File: src/core/adcc_regs.vh
// Register map, field positions, reset values and timing counts
// for the converter control block.
// Assumes a 32-bit APB bus whose addresses are byte addresses.

`ifndef ADCC_REGS_VH
`define ADCC_REGS_VH

// Register byte offsets
`define ADCC_OFS_STATUS_CTRL  12'h038
`define ADCC_OFS_RESULT       12'h03C
`define ADCC_OFS_CLOCK_CTRL   12'h040

// Status/control fields
`define ADCC_SC_DONE_BIT      7
`define ADCC_SC_IRQEN_BIT     6
`define ADCC_SC_CONT_BIT      5
`define ADCC_SC_CH_HI         4
`define ADCC_SC_CH_LO         0

// Clock control fields
`define ADCC_CK_DIV_HI        7
`define ADCC_CK_DIV_LO        5
`define ADCC_CK_SEL_BIT       4

// Reset values
`define ADCC_CH_OFF           5'h1F
`define ADCC_DIV_RESET        3'h0
`define ADCC_CKSEL_RESET      1'b0

// Timing count in converter clocks, and result width in bits
`define ADCC_CONV_TICKS       5'h10
`define ADCC_RESULT_BITS      8

`endif

File: src/core/adcc_top.v
// Converter control: registers, prescaler, SAR sequencer and pin takeover.
// Assumes an external comparator judges the selected input against the
// trial code, and that all inputs are synchronous to ref_clk.
`timescale 1ns/1ns
`include "adcc_regs.vh"

module adcc_top #(
  parameter NCH = 15
) (
  input  wire            ref_clk,
  input  wire            rst,
  input  wire            clkEn,
  // APB slave
  input  wire            psel,
  input  wire            penable,
  input  wire            pwrite,
  input  wire [11:0]     paddr,
  input  wire [31:0]     pwdata,
  output reg  [31:0]     prdata,
  output reg             pready,
  output reg             pslverr,
  // Converter clock source and comparator
  input  wire            xtalTick,
  input  wire            compareHigh,
  output reg  [7:0]      trialCode,
  output reg  [NCH-1:0]  analogSelect,
  output reg             converterOn,
  // Low-power modes
  input  wire            waitMode,
  input  wire            stopMode,
  output reg             irqReq,
  output reg             wakeReq,
  // Shared port pins
  input  wire [NCH-1:0]  portLatch,
  input  wire [NCH-1:0]  portDir,
  input  wire [NCH-1:0]  padIn,
  output reg  [NCH-1:0]  padOut,
  output reg  [NCH-1:0]  padOe_n,
  output reg  [NCH-1:0]  portReadData
);

  // ------------------------------------------------------------------
  // Declarations
  // ------------------------------------------------------------------
  localparam [2:0] ST_IDLE = 3'b001;
  localparam [2:0] ST_CONV = 3'b010;
  localparam [2:0] ST_DONE = 3'b100;

  reg  [4:0]  channel_r;
  reg         contMode_r;
  reg         irqEn_r;
  reg         doneFlag_r;
  reg         irqPend_r;
  reg  [2:0]  prescale_r;
  reg         clkSel_r;
  reg  [7:0]  result_r;
  reg  [7:0]  sar_r;
  reg  [2:0]  state_r;
  reg  [2:0]  state_nxt;
  reg  [4:0]  tickCnt_r;
  reg  [3:0]  divCnt_r;
  reg         convTick_r;
  reg         restart_r;
  reg  [3:0]  divMask;
  reg  [2:0]  bitIdx;

  wire        setupPh  = psel & ~penable;
  wire        accessOk = psel & penable & pready;
  wire        wrDone   = accessOk & pwrite;
  wire        rdDone   = accessOk & ~pwrite;
  wire        hitSc    = (paddr == `ADCC_OFS_STATUS_CTRL);
  wire        hitRes   = (paddr == `ADCC_OFS_RESULT);
  wire        hitCk    = (paddr == `ADCC_OFS_CLOCK_CTRL);
  wire        scWrite  = wrDone & hitSc;
  wire        resRead  = rdDone & hitRes;
  wire        chOff    = (channel_r == `ADCC_CH_OFF);
  wire        srcTick  = clkSel_r | xtalTick;
  wire        convEnd  = (state_r == ST_DONE);
  wire        lastTick = (tickCnt_r == `ADCC_CONV_TICKS - 5'h01);
  wire [4:0]  newCh    = pwdata[`ADCC_SC_CH_HI:`ADCC_SC_CH_LO];
  wire        newOff   = (newCh == `ADCC_CH_OFF);

  // ------------------------------------------------------------------
  // APB slave: no wait states, answer registered
  // ------------------------------------------------------------------
  // Read data and ready prepared in the setup cycle
  always @(posedge ref_clk)
  begin
    if (rst)
    begin
      prdata  <= 32'h0000_0000;
      pready  <= 1'b0;
      pslverr <= 1'b0;
    end
    else if (clkEn)
    begin
      if (setupPh)
      begin
        pready  <= 1'b1;
        pslverr <= ~(hitSc | hitRes | hitCk);
        if (pwrite)
          prdata <= 32'h0000_0000;
        else if (hitSc)
          prdata <= {24'h00_0000, doneFlag_r, irqEn_r, contMode_r,
                     channel_r};
        else if (hitRes)
          prdata <= {24'h00_0000, result_r};
        else if (hitCk)
          prdata <= {24'h00_0000, prescale_r, clkSel_r, 4'h0};
        else
          prdata <= 32'h0000_0000;
      end
      else
      begin
        pready  <= 1'b0;
        pslverr <= 1'b0;
      end
    end
  end

  // Control fields written at the access edge
  always @(posedge ref_clk)
  begin
    if (rst)
    begin
      channel_r  <= `ADCC_CH_OFF;
      contMode_r <= 1'b0;
      irqEn_r    <= 1'b0;
      prescale_r <= `ADCC_DIV_RESET;
      clkSel_r   <= `ADCC_CKSEL_RESET;
    end
    else if (clkEn)
    begin
      if (scWrite)
      begin
        channel_r  <= newCh;
        contMode_r <= pwdata[`ADCC_SC_CONT_BIT];
        irqEn_r    <= pwdata[`ADCC_SC_IRQEN_BIT];
      end
      if (wrDone & hitCk)
      begin
        prescale_r <= pwdata[`ADCC_CK_DIV_HI:`ADCC_CK_DIV_LO];
        clkSel_r   <= pwdata[`ADCC_CK_SEL_BIT];
      end
    end
  end

  // ------------------------------------------------------------------
  // Converter clock prescaler
  // ------------------------------------------------------------------
  // Divide mask: 1,2,4,8, or 16 when the top bit is set
  always @*
  begin
    case (prescale_r)
      3'h0:    divMask = 4'h0;
      3'h1:    divMask = 4'h1;
      3'h2:    divMask = 4'h3;
      3'h3:    divMask = 4'h7;
      default: divMask = 4'hF;
    endcase
  end

  // Count source ticks, pulse once per converter clock
  always @(posedge ref_clk)
  begin
    if (rst)
    begin
      divCnt_r   <= 4'h0;
      convTick_r <= 1'b0;
    end
    else if (clkEn)
    begin
      convTick_r <= 1'b0;
      if (stopMode)
        divCnt_r <= 4'h0;
      else if (srcTick)
      begin
        if ((divCnt_r & divMask) == divMask)
        begin
          divCnt_r   <= 4'h0;
          convTick_r <= 1'b1;
        end
        else
          divCnt_r <= divCnt_r + 4'h1;
      end
    end
  end

  // ------------------------------------------------------------------
  // Conversion sequencer
  // ------------------------------------------------------------------
  // Next state: start on write, repeat in continuous mode
  always @*
  begin
    state_nxt = state_r;
    case (state_r)
      ST_IDLE:
        if (!stopMode && ((scWrite && !newOff) || (restart_r && !chOff)))
          state_nxt = ST_CONV;
      ST_CONV:
        if (stopMode || (scWrite && newOff))
          state_nxt = ST_IDLE;
        else if (scWrite)
          state_nxt = ST_CONV;
        else if (convTick_r && lastTick)
          state_nxt = ST_DONE;
      ST_DONE:
        if (contMode_r && !chOff && !stopMode && !scWrite)
          state_nxt = ST_CONV;
        else if (scWrite && !newOff && !stopMode)
          state_nxt = ST_CONV;
        else
          state_nxt = ST_IDLE;
      default:
        state_nxt = ST_IDLE;
    endcase
  end

  // Bit under trial: MSB first, two converter clocks per bit
  always @*
  begin
    bitIdx = 3'h7 - tickCnt_r[3:1];
  end

  // State, tick counter and approximation register
  always @(posedge ref_clk)
  begin
    if (rst)
    begin
      state_r   <= ST_IDLE;
      tickCnt_r <= 5'h00;
      sar_r     <= 8'h00;
    end
    else if (clkEn)
    begin
      state_r <= state_nxt;
      if (state_nxt == ST_CONV && (state_r != ST_CONV || scWrite))
      begin
        tickCnt_r <= 5'h00;
        sar_r     <= 8'h00;
      end
      else if (state_r == ST_CONV && convTick_r)
      begin
        tickCnt_r <= tickCnt_r + 5'h01;
        if (!tickCnt_r[0])
          sar_r[bitIdx] <= 1'b1;
        else if (!compareHigh)
          sar_r[bitIdx] <= 1'b0;
      end
    end
  end

  // Conversion aborted by stop mode is restarted from the first bit after it ends
  always @(posedge ref_clk)
  begin
    if (rst)
      restart_r <= 1'b0;
    else if (clkEn)
    begin
      if (scWrite)
        restart_r <= 1'b0;
      else if (stopMode && (state_r != ST_IDLE))
        restart_r <= 1'b1;
      else if (!stopMode && state_r == ST_CONV)
        restart_r <= 1'b0;
    end
  end

  // ------------------------------------------------------------------
  // Result, completion flag and interrupt
  // ------------------------------------------------------------------
  // Result loaded whole at the end; flags set win over clears
  always @(posedge ref_clk)
  begin
    if (rst)
    begin
      result_r   <= 8'h00;
      doneFlag_r <= 1'b0;
      irqPend_r  <= 1'b0;
    end
    else if (clkEn)
    begin
      if (convEnd)
        result_r <= sar_r;
      if (convEnd && !irqEn_r)
        doneFlag_r <= 1'b1;
      else if (scWrite || resRead || irqEn_r)
        doneFlag_r <= 1'b0;
      if (convEnd && irqEn_r)
        irqPend_r <= 1'b1;
      else if (scWrite || resRead || !irqEn_r)
        irqPend_r <= 1'b0;
    end
  end

  // Interrupt and wake outputs; wait mode does not stop conversion
  always @(posedge ref_clk)
  begin
    if (rst)
    begin
      irqReq  <= 1'b0;
      wakeReq <= 1'b0;
    end
    else if (clkEn)
    begin
      irqReq  <= irqPend_r;
      wakeReq <= irqPend_r & waitMode;
    end
  end

  // ------------------------------------------------------------------
  // Analog path outputs
  // ------------------------------------------------------------------
  // Trial code carries the bit under trial at once; power state
  always @(posedge ref_clk)
  begin
    if (rst)
    begin
      trialCode   <= 8'h00;
      converterOn <= 1'b0;
    end
    else if (clkEn)
    begin
      trialCode   <= (state_r == ST_CONV && convTick_r && !tickCnt_r[0])
                     ? (sar_r | (8'h80 >> tickCnt_r[3:1])) : sar_r;
      converterOn <= ~chOff & ~stopMode;
    end
  end

  // ------------------------------------------------------------------
  // Per-channel pin takeover
  // ------------------------------------------------------------------
  genvar gi;
  generate
    for (gi = 0; gi < NCH; gi = gi + 1)
    begin : gPin
      localparam [4:0] CH_CODE = gi;
      wire taken = (channel_r == CH_CODE);

      // Selected pin becomes analog input; others stay port pins
      always @(posedge ref_clk)
      begin
        if (rst)
        begin
          analogSelect[gi] <= 1'b0;
          padOut[gi]       <= 1'b0;
          padOe_n[gi]      <= 1'b1;
          portReadData[gi] <= 1'b0;
        end
        else if (clkEn)
        begin
          analogSelect[gi] <= taken;
          padOut[gi]       <= portLatch[gi];
          if (taken)
          begin
            padOe_n[gi]      <= 1'b1;
            portReadData[gi] <= portDir[gi] & portLatch[gi];
          end
          else
          begin
            padOe_n[gi]      <= ~portDir[gi];
            portReadData[gi] <= portDir[gi] ? portLatch[gi] : padIn[gi];
          end
        end
      end
    end
  endgenerate

endmodule // adcc_top

File: config.mk
export PLATFORM = sky130hd
export DESIGN_NAME = adcc_top
export DESIGN_NICKNAME = d
export VERILOG_FILES = /design/src/core/adcc_top.v
export VERILOG_INCLUDE_DIRS = /design/src /design/src/core
export SDC_FILE = /design/constraint.sdc
export NUM_CORES = 1
export LEC_CHECK = 0
export ABC_AREA = 1
export BUFFER_PORTS_ARGS = -buffer_cell sky130_fd_sc_hd__buf_2
export CAP_MARGIN = 20
export CORE_MARGIN = 3
export CORE_UTILIZATION = 50
export DETAILED_ROUTE_END_ITERATION = 10
export PLACE_DENSITY = 0.8
export RECOVER_POWER = 25
export SLEW_MARGIN = 20
export SYNTH_ARGS = -nofsm -noshare
export SYNTH_HDL_FRONTEND = slang
export SYNTH_SLANG_ARGS = --single-unit
File: constraint.sdc
create_clock -name ref_clk -period 2.47 [get_ports ref_clk]
set_input_delay 0.3705 -clock ref_clk [delete_from_list [all_inputs] [get_ports ref_clk]]
set_output_delay 0.3705 -clock ref_clk [all_outputs]
set_load 0.005 [all_outputs]
==> summary.md, run 1 <==
| Metric | Value |
|---|---|
| Outcome | `completed` |
| Count of nets after finishing | `~1000` |
| Number of global-route vias before repair | `roughly 5200` |
| First-iteration detailed-routing DRC count | `511` |
| Library cell with the largest summed area after synthesis | `sky130_fd_sc_hd__dfxtp_1` |
| Core box area | `0.0111 mm²` |
| Slowest cell delay on critical path | `slightly above 0.5 ns` |
| Die height | `roughly 110 µm` |
| Post-synth top cells | `sky130_fd_sc_hd__nand2_1, sky130_fd_sc_hd__dfxtp_1, sky130_fd_sc_hd__nor2_1` |
| Final non-filler cell area | `about 0.0071 mm²` |
| Worst path cell trace | `ha_1, inv_1, nor2_1, ha_1, nand2_1, nand2_1, nand2_1, nand3_2, nand3_4, nand2_4, o21ai_4, nand2_4, nand2_1, nand2_1, nor2_1` |
| Switching Share | `22.6%` |
| Sequential element share of the synthesized area | `42.9%` |
| Power Internal | `3.88 mW` |
| Share of the synthesized area in the top cell type | `a little over two fifths` |
| Number of enable flip-flop cells after synthesis | `0` |
| Buffers inserted by post-CTS timing repair | `0` |
| Number of standard cells after synthesis | `797` |
| Number of DRC violations after detailed routing | `0` |
| Hold Path Class | `in -> reg` |
| Worst slew margin | `between 40% and 50%` |
| Final instance count without filler cells | `1092` |
| N_diodes | `0` |
| Post-Synthesis Cell Area | `just under 0.006 mm²` |
| Element type at the critical path start | `register` |
| Post-CTS clock slew at the launch and capture registers of the worst setup and hold paths | `0.05 ns` |
| Dominant cell type by count on the critical path | `sky130_fd_sc_hd__nand2_1` |
| Sum of buffers and inverters on the critical path | `1` |
| Data arrival time of the critical path | `approximately 2.5 ns` |
| Slew at the pin with the worst max-slew slack | `between 0.7 and 0.8 ns` |
| Total overflow reported by the global router | `0` |
| Final Hold Vio Count | `0` |
| Final number of max-transition violations | `0` |
| Die width | `114 µm` |
| Setup Viol. Count Final | `0` |
| Filler instances | `between 900 and 1000` |
| Cell at the root of the clock tree | `sky130_fd_sc_hd__clkbuf_16` |
| Cell row count | `38` |
| Clk Latency, worst-skew pair | `approximately 0.4 ns` |
| Largest net degree at the start of global routing | `between 90 and 100` |
| Detailed-route wire length per cell | `14.3 µm` |
| First-pass GRT wire length | `between 20000 and 30000 µm` |
| Fraction of power consumed by sequential logic | `between 40% and 50%` |
| Overall power | `5.01 mW` |
| Number of instances resized during post-cts repair | `0` |
| DRT antenna net count | `0` |
| Warning count from the yosys run | `0` |
| Worst setup EP type | `register` |
| Flip-flop and latch count after synthesis | `124` |
| Combinational Power Share | `around 8%` |
| Combined area of the multi-input logic cells | `0.00274 mm²` |
| All-Layer GR Usage | `24.1%` |
| Min Tclk post-route | `roughly 2.2 ns` |
| Area Growth Syn to Fin | `23.0%` |
| Initial Utilization | `a little over half` |
| Drt via density | `about 5.3` |
| Htree depth | `4` |
| Antenna violations before repair | `0` |
| Sequential cell area | `roughly 0.0025 mm²` |
| CTS tree | `done` |
| Sink Count | `about 120` |
| Sum of routed wire length over all layers | `between 15000 and 20000 µm` |
| Unrepaired setup endpoints after global routing | `false` |
| Crit path kind | `reg -> reg` |
| Overall via count from detail_route | `between 5000 and 6000` |
| Ranking of synthesized cells by area | `sky130_fd_sc_hd__dfxtp_1, sky130_fd_sc_hd__nand2_1, sky130_fd_sc_hd__a21oi_1` |
| Area enclosed by the die boundary | `around 0.013 mm²` |
| Switching component of the power | `around 1.1 mW` |
| Family of cells with the greatest summed delay on the critical path | `simple AND/OR/NAND/NOR gates` |
| Maximum buffer depth of the clock tree | `2` |
| Standard cell with the maximum stage delay on the critical path | `sky130_fd_sc_hd__dfxtp_1` |
| Count of pins on the block boundary | `204` |
| Post-Route Setup TNS | `0 ns` |
| Worst VDD drop | `~0.53 mV` |
| Top-count cell post-synth | `sky130_fd_sc_hd__nand2_1` |
| Power per unit of standard cell area | `about 700 mW/mm²` |
| Post-synth cell types | `46` |
| Mapped Avg Cell Area | `7.26 µm²` |
| Number of cells in the design after placement | `about 1100` |
| Final critical-path share of the clock period | `between 80% and 90%` |
| Post-place instance area | `approximately 0.0066 mm²` |
| Highest achievable clock rate | `roughly 460 MHz` |
| DPL Wire Length | `between 10000 and 15000 µm` |
| TritonRoute pass-1 iters | `5` |
| Max_cap viols | `0` |
| Part of the power in the clock network | `about half` |
| Predominant post-synthesis flop cell | `sky130_fd_sc_hd__dfxtp_1` |
| Share of synthesized registers carrying an async set or reset | `0%` |
| Required time at the worst-slack endpoint | `around 2.8 ns` |
| CP Max Fanout | `12` |
| CTS Buf Count | `17` |
| Count of hold buffers inserted by post-cts repair | `0` |
| Leakage power summed over all cells | `approximately 3.2 nW` |
| GPL Wtd Cong | `0.905` |
| I/O Buffers | `roughly 160` |
| Layout cells sized above 1 | `around 20%` |
| Worst clock skew on the final layout | `between 0.006 and 0.007 ns` |
kinds of logic after synthesis:
kind of cell	Yosys count	share of synthesized area (%)
and+or+nand+nor	339	26.5
AOI/OAI and AO/OA	186	18.5
DFF	124	42.9
xor gates and xnor gates	1	0.151
other	1	0.0648
buffers and inverters	143	11.2
adders and majority gates	3	0.649
layout make-up:
class	count	share of cell area, %
multi-input combinational	553	38.5
clock buffer	23	6.72
tap	140	2.46
inverter	82	4.36
timing repair buffer	162	11.5
sequential	124	34.9
clock inverter	8	1.62
path summary, 6_finish.rpt:
kind | startpoint | to | slack, ns | cells after the start
max | tickCnt_r[1]$_SDFFE_PP0P_ | sar_r[0]$_SDFFE_PP0P_ | 0.32 | 15
min | portDir[6] | padOe_n[6]$_SDFFE_PP1P_ | 0.20 | 2
max reg2reg | tickCnt_r[1]$_SDFFE_PP0P_ | sar_r[0]$_SDFFE_PP0P_ | 0.32 | 15
min reg2reg | irqReq$_SDFFE_PP0P_ | irqReq$_SDFFE_PP0P_ | 0.45 | 2
cell usage in the layout (no fill, tap or decap), drive strengths merged:
| cell | instances |
|---|---|
| nand3b | 7 |
| or2 | 5 |
| ha | 3 |
| o22ai | 9 |
| buf | 134 |
| inv | 81 |
| o21ai | 61 |
| a32oi | 1 |
| clkinv | 6 |
| o31ai | 1 |
| clkbuf | 51 |
| a211oi | 8 |
| o211ai | 8 |
| xor2 | 1 |
| nand4 | 5 |
| nor3 | 12 |
| a221oi | 4 |
| nand2 | 177 |
| nand3 | 45 |
| o221ai | 3 |
| a31oi | 15 |
| a21oi | 76 |
| conb | 24 |
| dfxtp | 124 |
| nor2 | 86 |
| bufinv | 3 |
| nor4 | 2 |
stage by stage:
step | utilization (%) | setup slack, ns | hold WS [ns]
detailed placement | 59.2 | 0.361 | 0.445
finish | 64.2 | 0.316 | 0.198
global placement | 59.2 | 0.420 | 0.444
CTS | 64.6 | 0.339 | 0.186
global route | 64.2 | 0.115 | 0.202
floorplan | - | 0.677 | 0.430
power by group through the flow:
stage               clock, mW  combinational, mW  sequential (mW)
floorplan                   0              0.226             2.15
global placement            0              0.394             2.14
detailed placement          0              0.401             2.14
CTS                      2.52              0.404             2.10
global route             2.62              0.447             2.11
finish                   2.50              0.398             2.11
flip-flops by register name (all words and copies together), names as in the netlist, 3 cells and up:
register	flops
analogSelect	15
padOe_n	15
padOut	15
portReadData	15
prdata	8
result_r	8
sar_r	8
trialCode	8
channel_r	5
tickCnt_r	5
divCnt_r	4
prescale_r	3
state_r	3
routing by layer:
metal	share of wire (%)	vias to the layer above	routed length (µm)	GRT usage, %
li1	-	2872	-	-
met3	8.2	23	1270	5.99
met1	45	2643	7050	34.2
met4	1.6	0	245	5.85
met2	45	256	7020	37.1
met5	0	-	0	0
Note: power is estimated with default switching activity, not from simulation.
==> run 2: changes to the inputs <==
CTS_BUF_LIST = sky130_fd_sc_hd__clkbuf_8   (was default)
==> summary.md, run 2 (same netlist as run 1, synthesis figures left out) <==
| Metric | Value |
|---|---|
| Post-CTS clock slew at the launch and capture registers of the worst setup and hold paths | `0.07 ns (+0.02 ns)` |
| Antenna violations before repair | `0 (unchanged)` |
| Setup Viol. Count Final | `0 (unchanged)` |
| Number of cells in the design after placement | `1061 (unchanged)` |
| Hold Path Class | `in -> reg` |
| Crit path kind | `reg -> reg` |
| DPL Wire Length | `11000 µm (unchanged)` |
| Buffers inserted by post-CTS timing repair | `0 (unchanged)` |
| Element type at the critical path start | `register` |
| Cell row count | `38 (unchanged)` |
| Data arrival time of the critical path | `2.44 ns (about the same)` |
| Highest signal layer in the routed design | `met4` |
| Max_cap viols | `0 (unchanged)` |
| Unrepaired setup endpoints after global routing | `false` |
| Final non-filler cell area | `0.00693 mm² (-2.6%)` |
| Layout cells sized above 1 | `21.3% (+0.84 points)` |
| Largest net degree at the start of global routing | `93 (unchanged)` |
| Worst R2R Path Depth | `15 (unchanged)` |
| Number of global-route vias before repair | `5205 (-0.096%)` |
| Leakage power summed over all cells | `3.16 nW (-1.4%)` |
| Total overflow reported by the global router | `0 (unchanged)` |
| Outcome | `completed` |
| Count of hold buffers inserted by post-cts repair | `0 (unchanged)` |
| Drt via density | `5.20 (-2.0%)` |
| Final critical-path share of the clock period | `85.9% (-1.4 points)` |
| Power per unit of standard cell area | `623 mW/mm² (-11%)` |
| TritonRoute pass-1 iters | `5 (unchanged)` |
| Die width | `114 µm (unchanged)` |
| Worst VDD drop | `0.407 mV (-24%)` |
| CP Max Fanout | `12 (unchanged)` |
| Number of instances resized during post-cts repair | `0 (unchanged)` |
| Number of DRC violations after detailed routing | `0 (unchanged)` |
| Area Growth Syn to Fin | `19.8%` |
| Fin Hold WS | `0.176 ns (-0.0218 ns)` |
| Htree depth | `4 (unchanged)` |
| DRT antenna net count | `0 (unchanged)` |
| Area enclosed by the die boundary | `0.0129 mm² (unchanged)` |
| Clk Latency, worst-skew pair | `0.43 ns (+0.02 ns)` |
| CTS Buf Count | `17 (unchanged)` |
| Min Tclk post-route | `2.12 ns (-0.0335 ns)` |
| N_diodes | `0 (unchanged)` |
| Final Hold Vio Count | `0 (unchanged)` |
| Highest achievable clock rate | `472 MHz (+1.6%)` |
| Commonest non-fill, non-tap cell in the layout | `sky130_fd_sc_hd__nand2_1` |
| Leading cell types in the layout, fill and taps excluded | `sky130_fd_sc_hd__nand2_1, sky130_fd_sc_hd__buf_2, sky130_fd_sc_hd__dfxtp_1` |
| Core box area | `0.0111 mm² (unchanged)` |
| I/O Buffers | `155 (unchanged)` |
| Worst clock skew on the final layout | `0.00810 ns (+0.00146 ns)` |
| Worst setup EP type | `register` |
| Post-Route Setup TNS | `0 ns (unchanged)` |
| GPL Wtd Cong | `0.905 (unchanged)` |
| Final instance count without filler cells | `1092 (unchanged)` |
| Required time at the worst-slack endpoint | `2.79 ns (+0.02 ns)` |
| Maximum buffer depth of the clock tree | `2 (unchanged)` |
| Hold-critical path depth | `3 (+1)` |
| Met2 Wirelength | `6840 µm (-2.6%)` |
| Sum of met3 wire segment lengths after detailed routing | `1270 µm (-0.24%)` |
| DP Worst Slack | `0.361 ns (unchanged)` |
| Post-place instance area | `0.00656 mm² (unchanged)` |
| Worst slew margin | `50.9% (+0.90 points)` |
| Count of nets after finishing | `1042 (unchanged)` |
| Final worst setup slack | `0.349 ns (+0.0335 ns)` |
| First-pass GRT wire length | `25400 µm (-0.54%)` |
| Cell at the root of the clock tree | `sky130_fd_sc_hd__clkbuf_8` |
| Sink Count | `124 (unchanged)` |
| Overall via count from detail_route | `5677 (-2.0%)` |
| Sum of routed wire length over all layers | `15300 µm (-1.6%)` |
| CTS tree | `done` |
| All-Layer GR Usage | `23.9% (-0.19 points)` |
| Detailed-route wire length per cell | `14.0 µm (-1.6%)` |
| Length of routed wiring on met1 | `7020 µm (-0.35%)` |
| Final number of max-transition violations | `0 (unchanged)` |
| Count of pins on the block boundary | `204 (unchanged)` |
| Die height | `114 µm (unchanged)` |
| Slew at the pin with the worst max-slew slack | `0.736 ns (-0.0135 ns)` |
| First-iteration detailed-routing DRC count | `545 (+6.7%)` |
| Initial Utilization | `52.2% (unchanged)` |
## run 2: report_power, final
group          switching, mW  leakage [nW]  internal, mW
clock                  0.765         0.222          1.05
combinational          0.244          1.92         0.154
sequential            0.0337          1.01          2.07
total                   1.04          3.16          3.28
## run 2: path summary, 6_finish.rpt
path | from | to | slack, ns
worst min-delay path | pwdata[7] | prescale_r[2]$_SDFFE_PP0P_ | 0.18
worst max-delay path | tickCnt_r[1]$_SDFFE_PP0P_ | sar_r[0]$_SDFFE_PP0P_ | 0.35
worst max register to register | tickCnt_r[1]$_SDFFE_PP0P_ | sar_r[0]$_SDFFE_PP0P_ | 0.35
worst min register to register | irqReq$_SDFFE_PP0P_ | irqReq$_SDFFE_PP0P_ | 0.46
## run 2: stage by stage
| stage | utilization (%) | power, mW |
|---|---|---|
| 6_report | 62.5 | 4.32 |
| 5_1_grt | 62.5 | 4.49 |
| 2_1_floorplan | - | 2.38 |
| 3_5_place_dp | 59.2 | 2.55 |
| 3_3_place_gp | 59.2 | 2.54 |
| 4_1_cts | 62.8 | 4.34 |
## run 2: final cells by class
class / instances / area (µm²)
Fill cell: 1035 / 4150
Multi-Input combinational cell: 553 / 2740
Sequential cell: 124 / 2480
Timing Repair Buffer: 162 / 822
Inverter: 82 / 310
Clock buffer: 20 / 275
Tap cell: 140 / 175
Clock inverter: 11 / 126
## run 2: routing by layer
layer,up-vias,track usage [%]
met1,2567,34.3
met2,228,36.4
met5,-,0
met3,20,5.99
met4,0,5.53
li1,2862,-
## run 2: worst max-delay path, cell delays in order (launching register included)
cell and delay, ns:
sky130_fd_sc_hd__dfxtp_1 0.51, sky130_fd_sc_hd__ha_1 0.23, sky130_fd_sc_hd__inv_1 0.05, sky130_fd_sc_hd__nor2_1 0.11
sky130_fd_sc_hd__ha_1 0.16, sky130_fd_sc_hd__nand2_1 0.07, sky130_fd_sc_hd__nand2_1 0.06, sky130_fd_sc_hd__nand2_1 0.06
sky130_fd_sc_hd__nand3_2 0.08, sky130_fd_sc_hd__nand3_4 0.09, sky130_fd_sc_hd__nand2_4 0.17, sky130_fd_sc_hd__o21ai_4 0.14
sky130_fd_sc_hd__nand2_4 0.12, sky130_fd_sc_hd__nand2_1 0.06, sky130_fd_sc_hd__nand2_1 0.05, sky130_fd_sc_hd__nor2_1 0.04
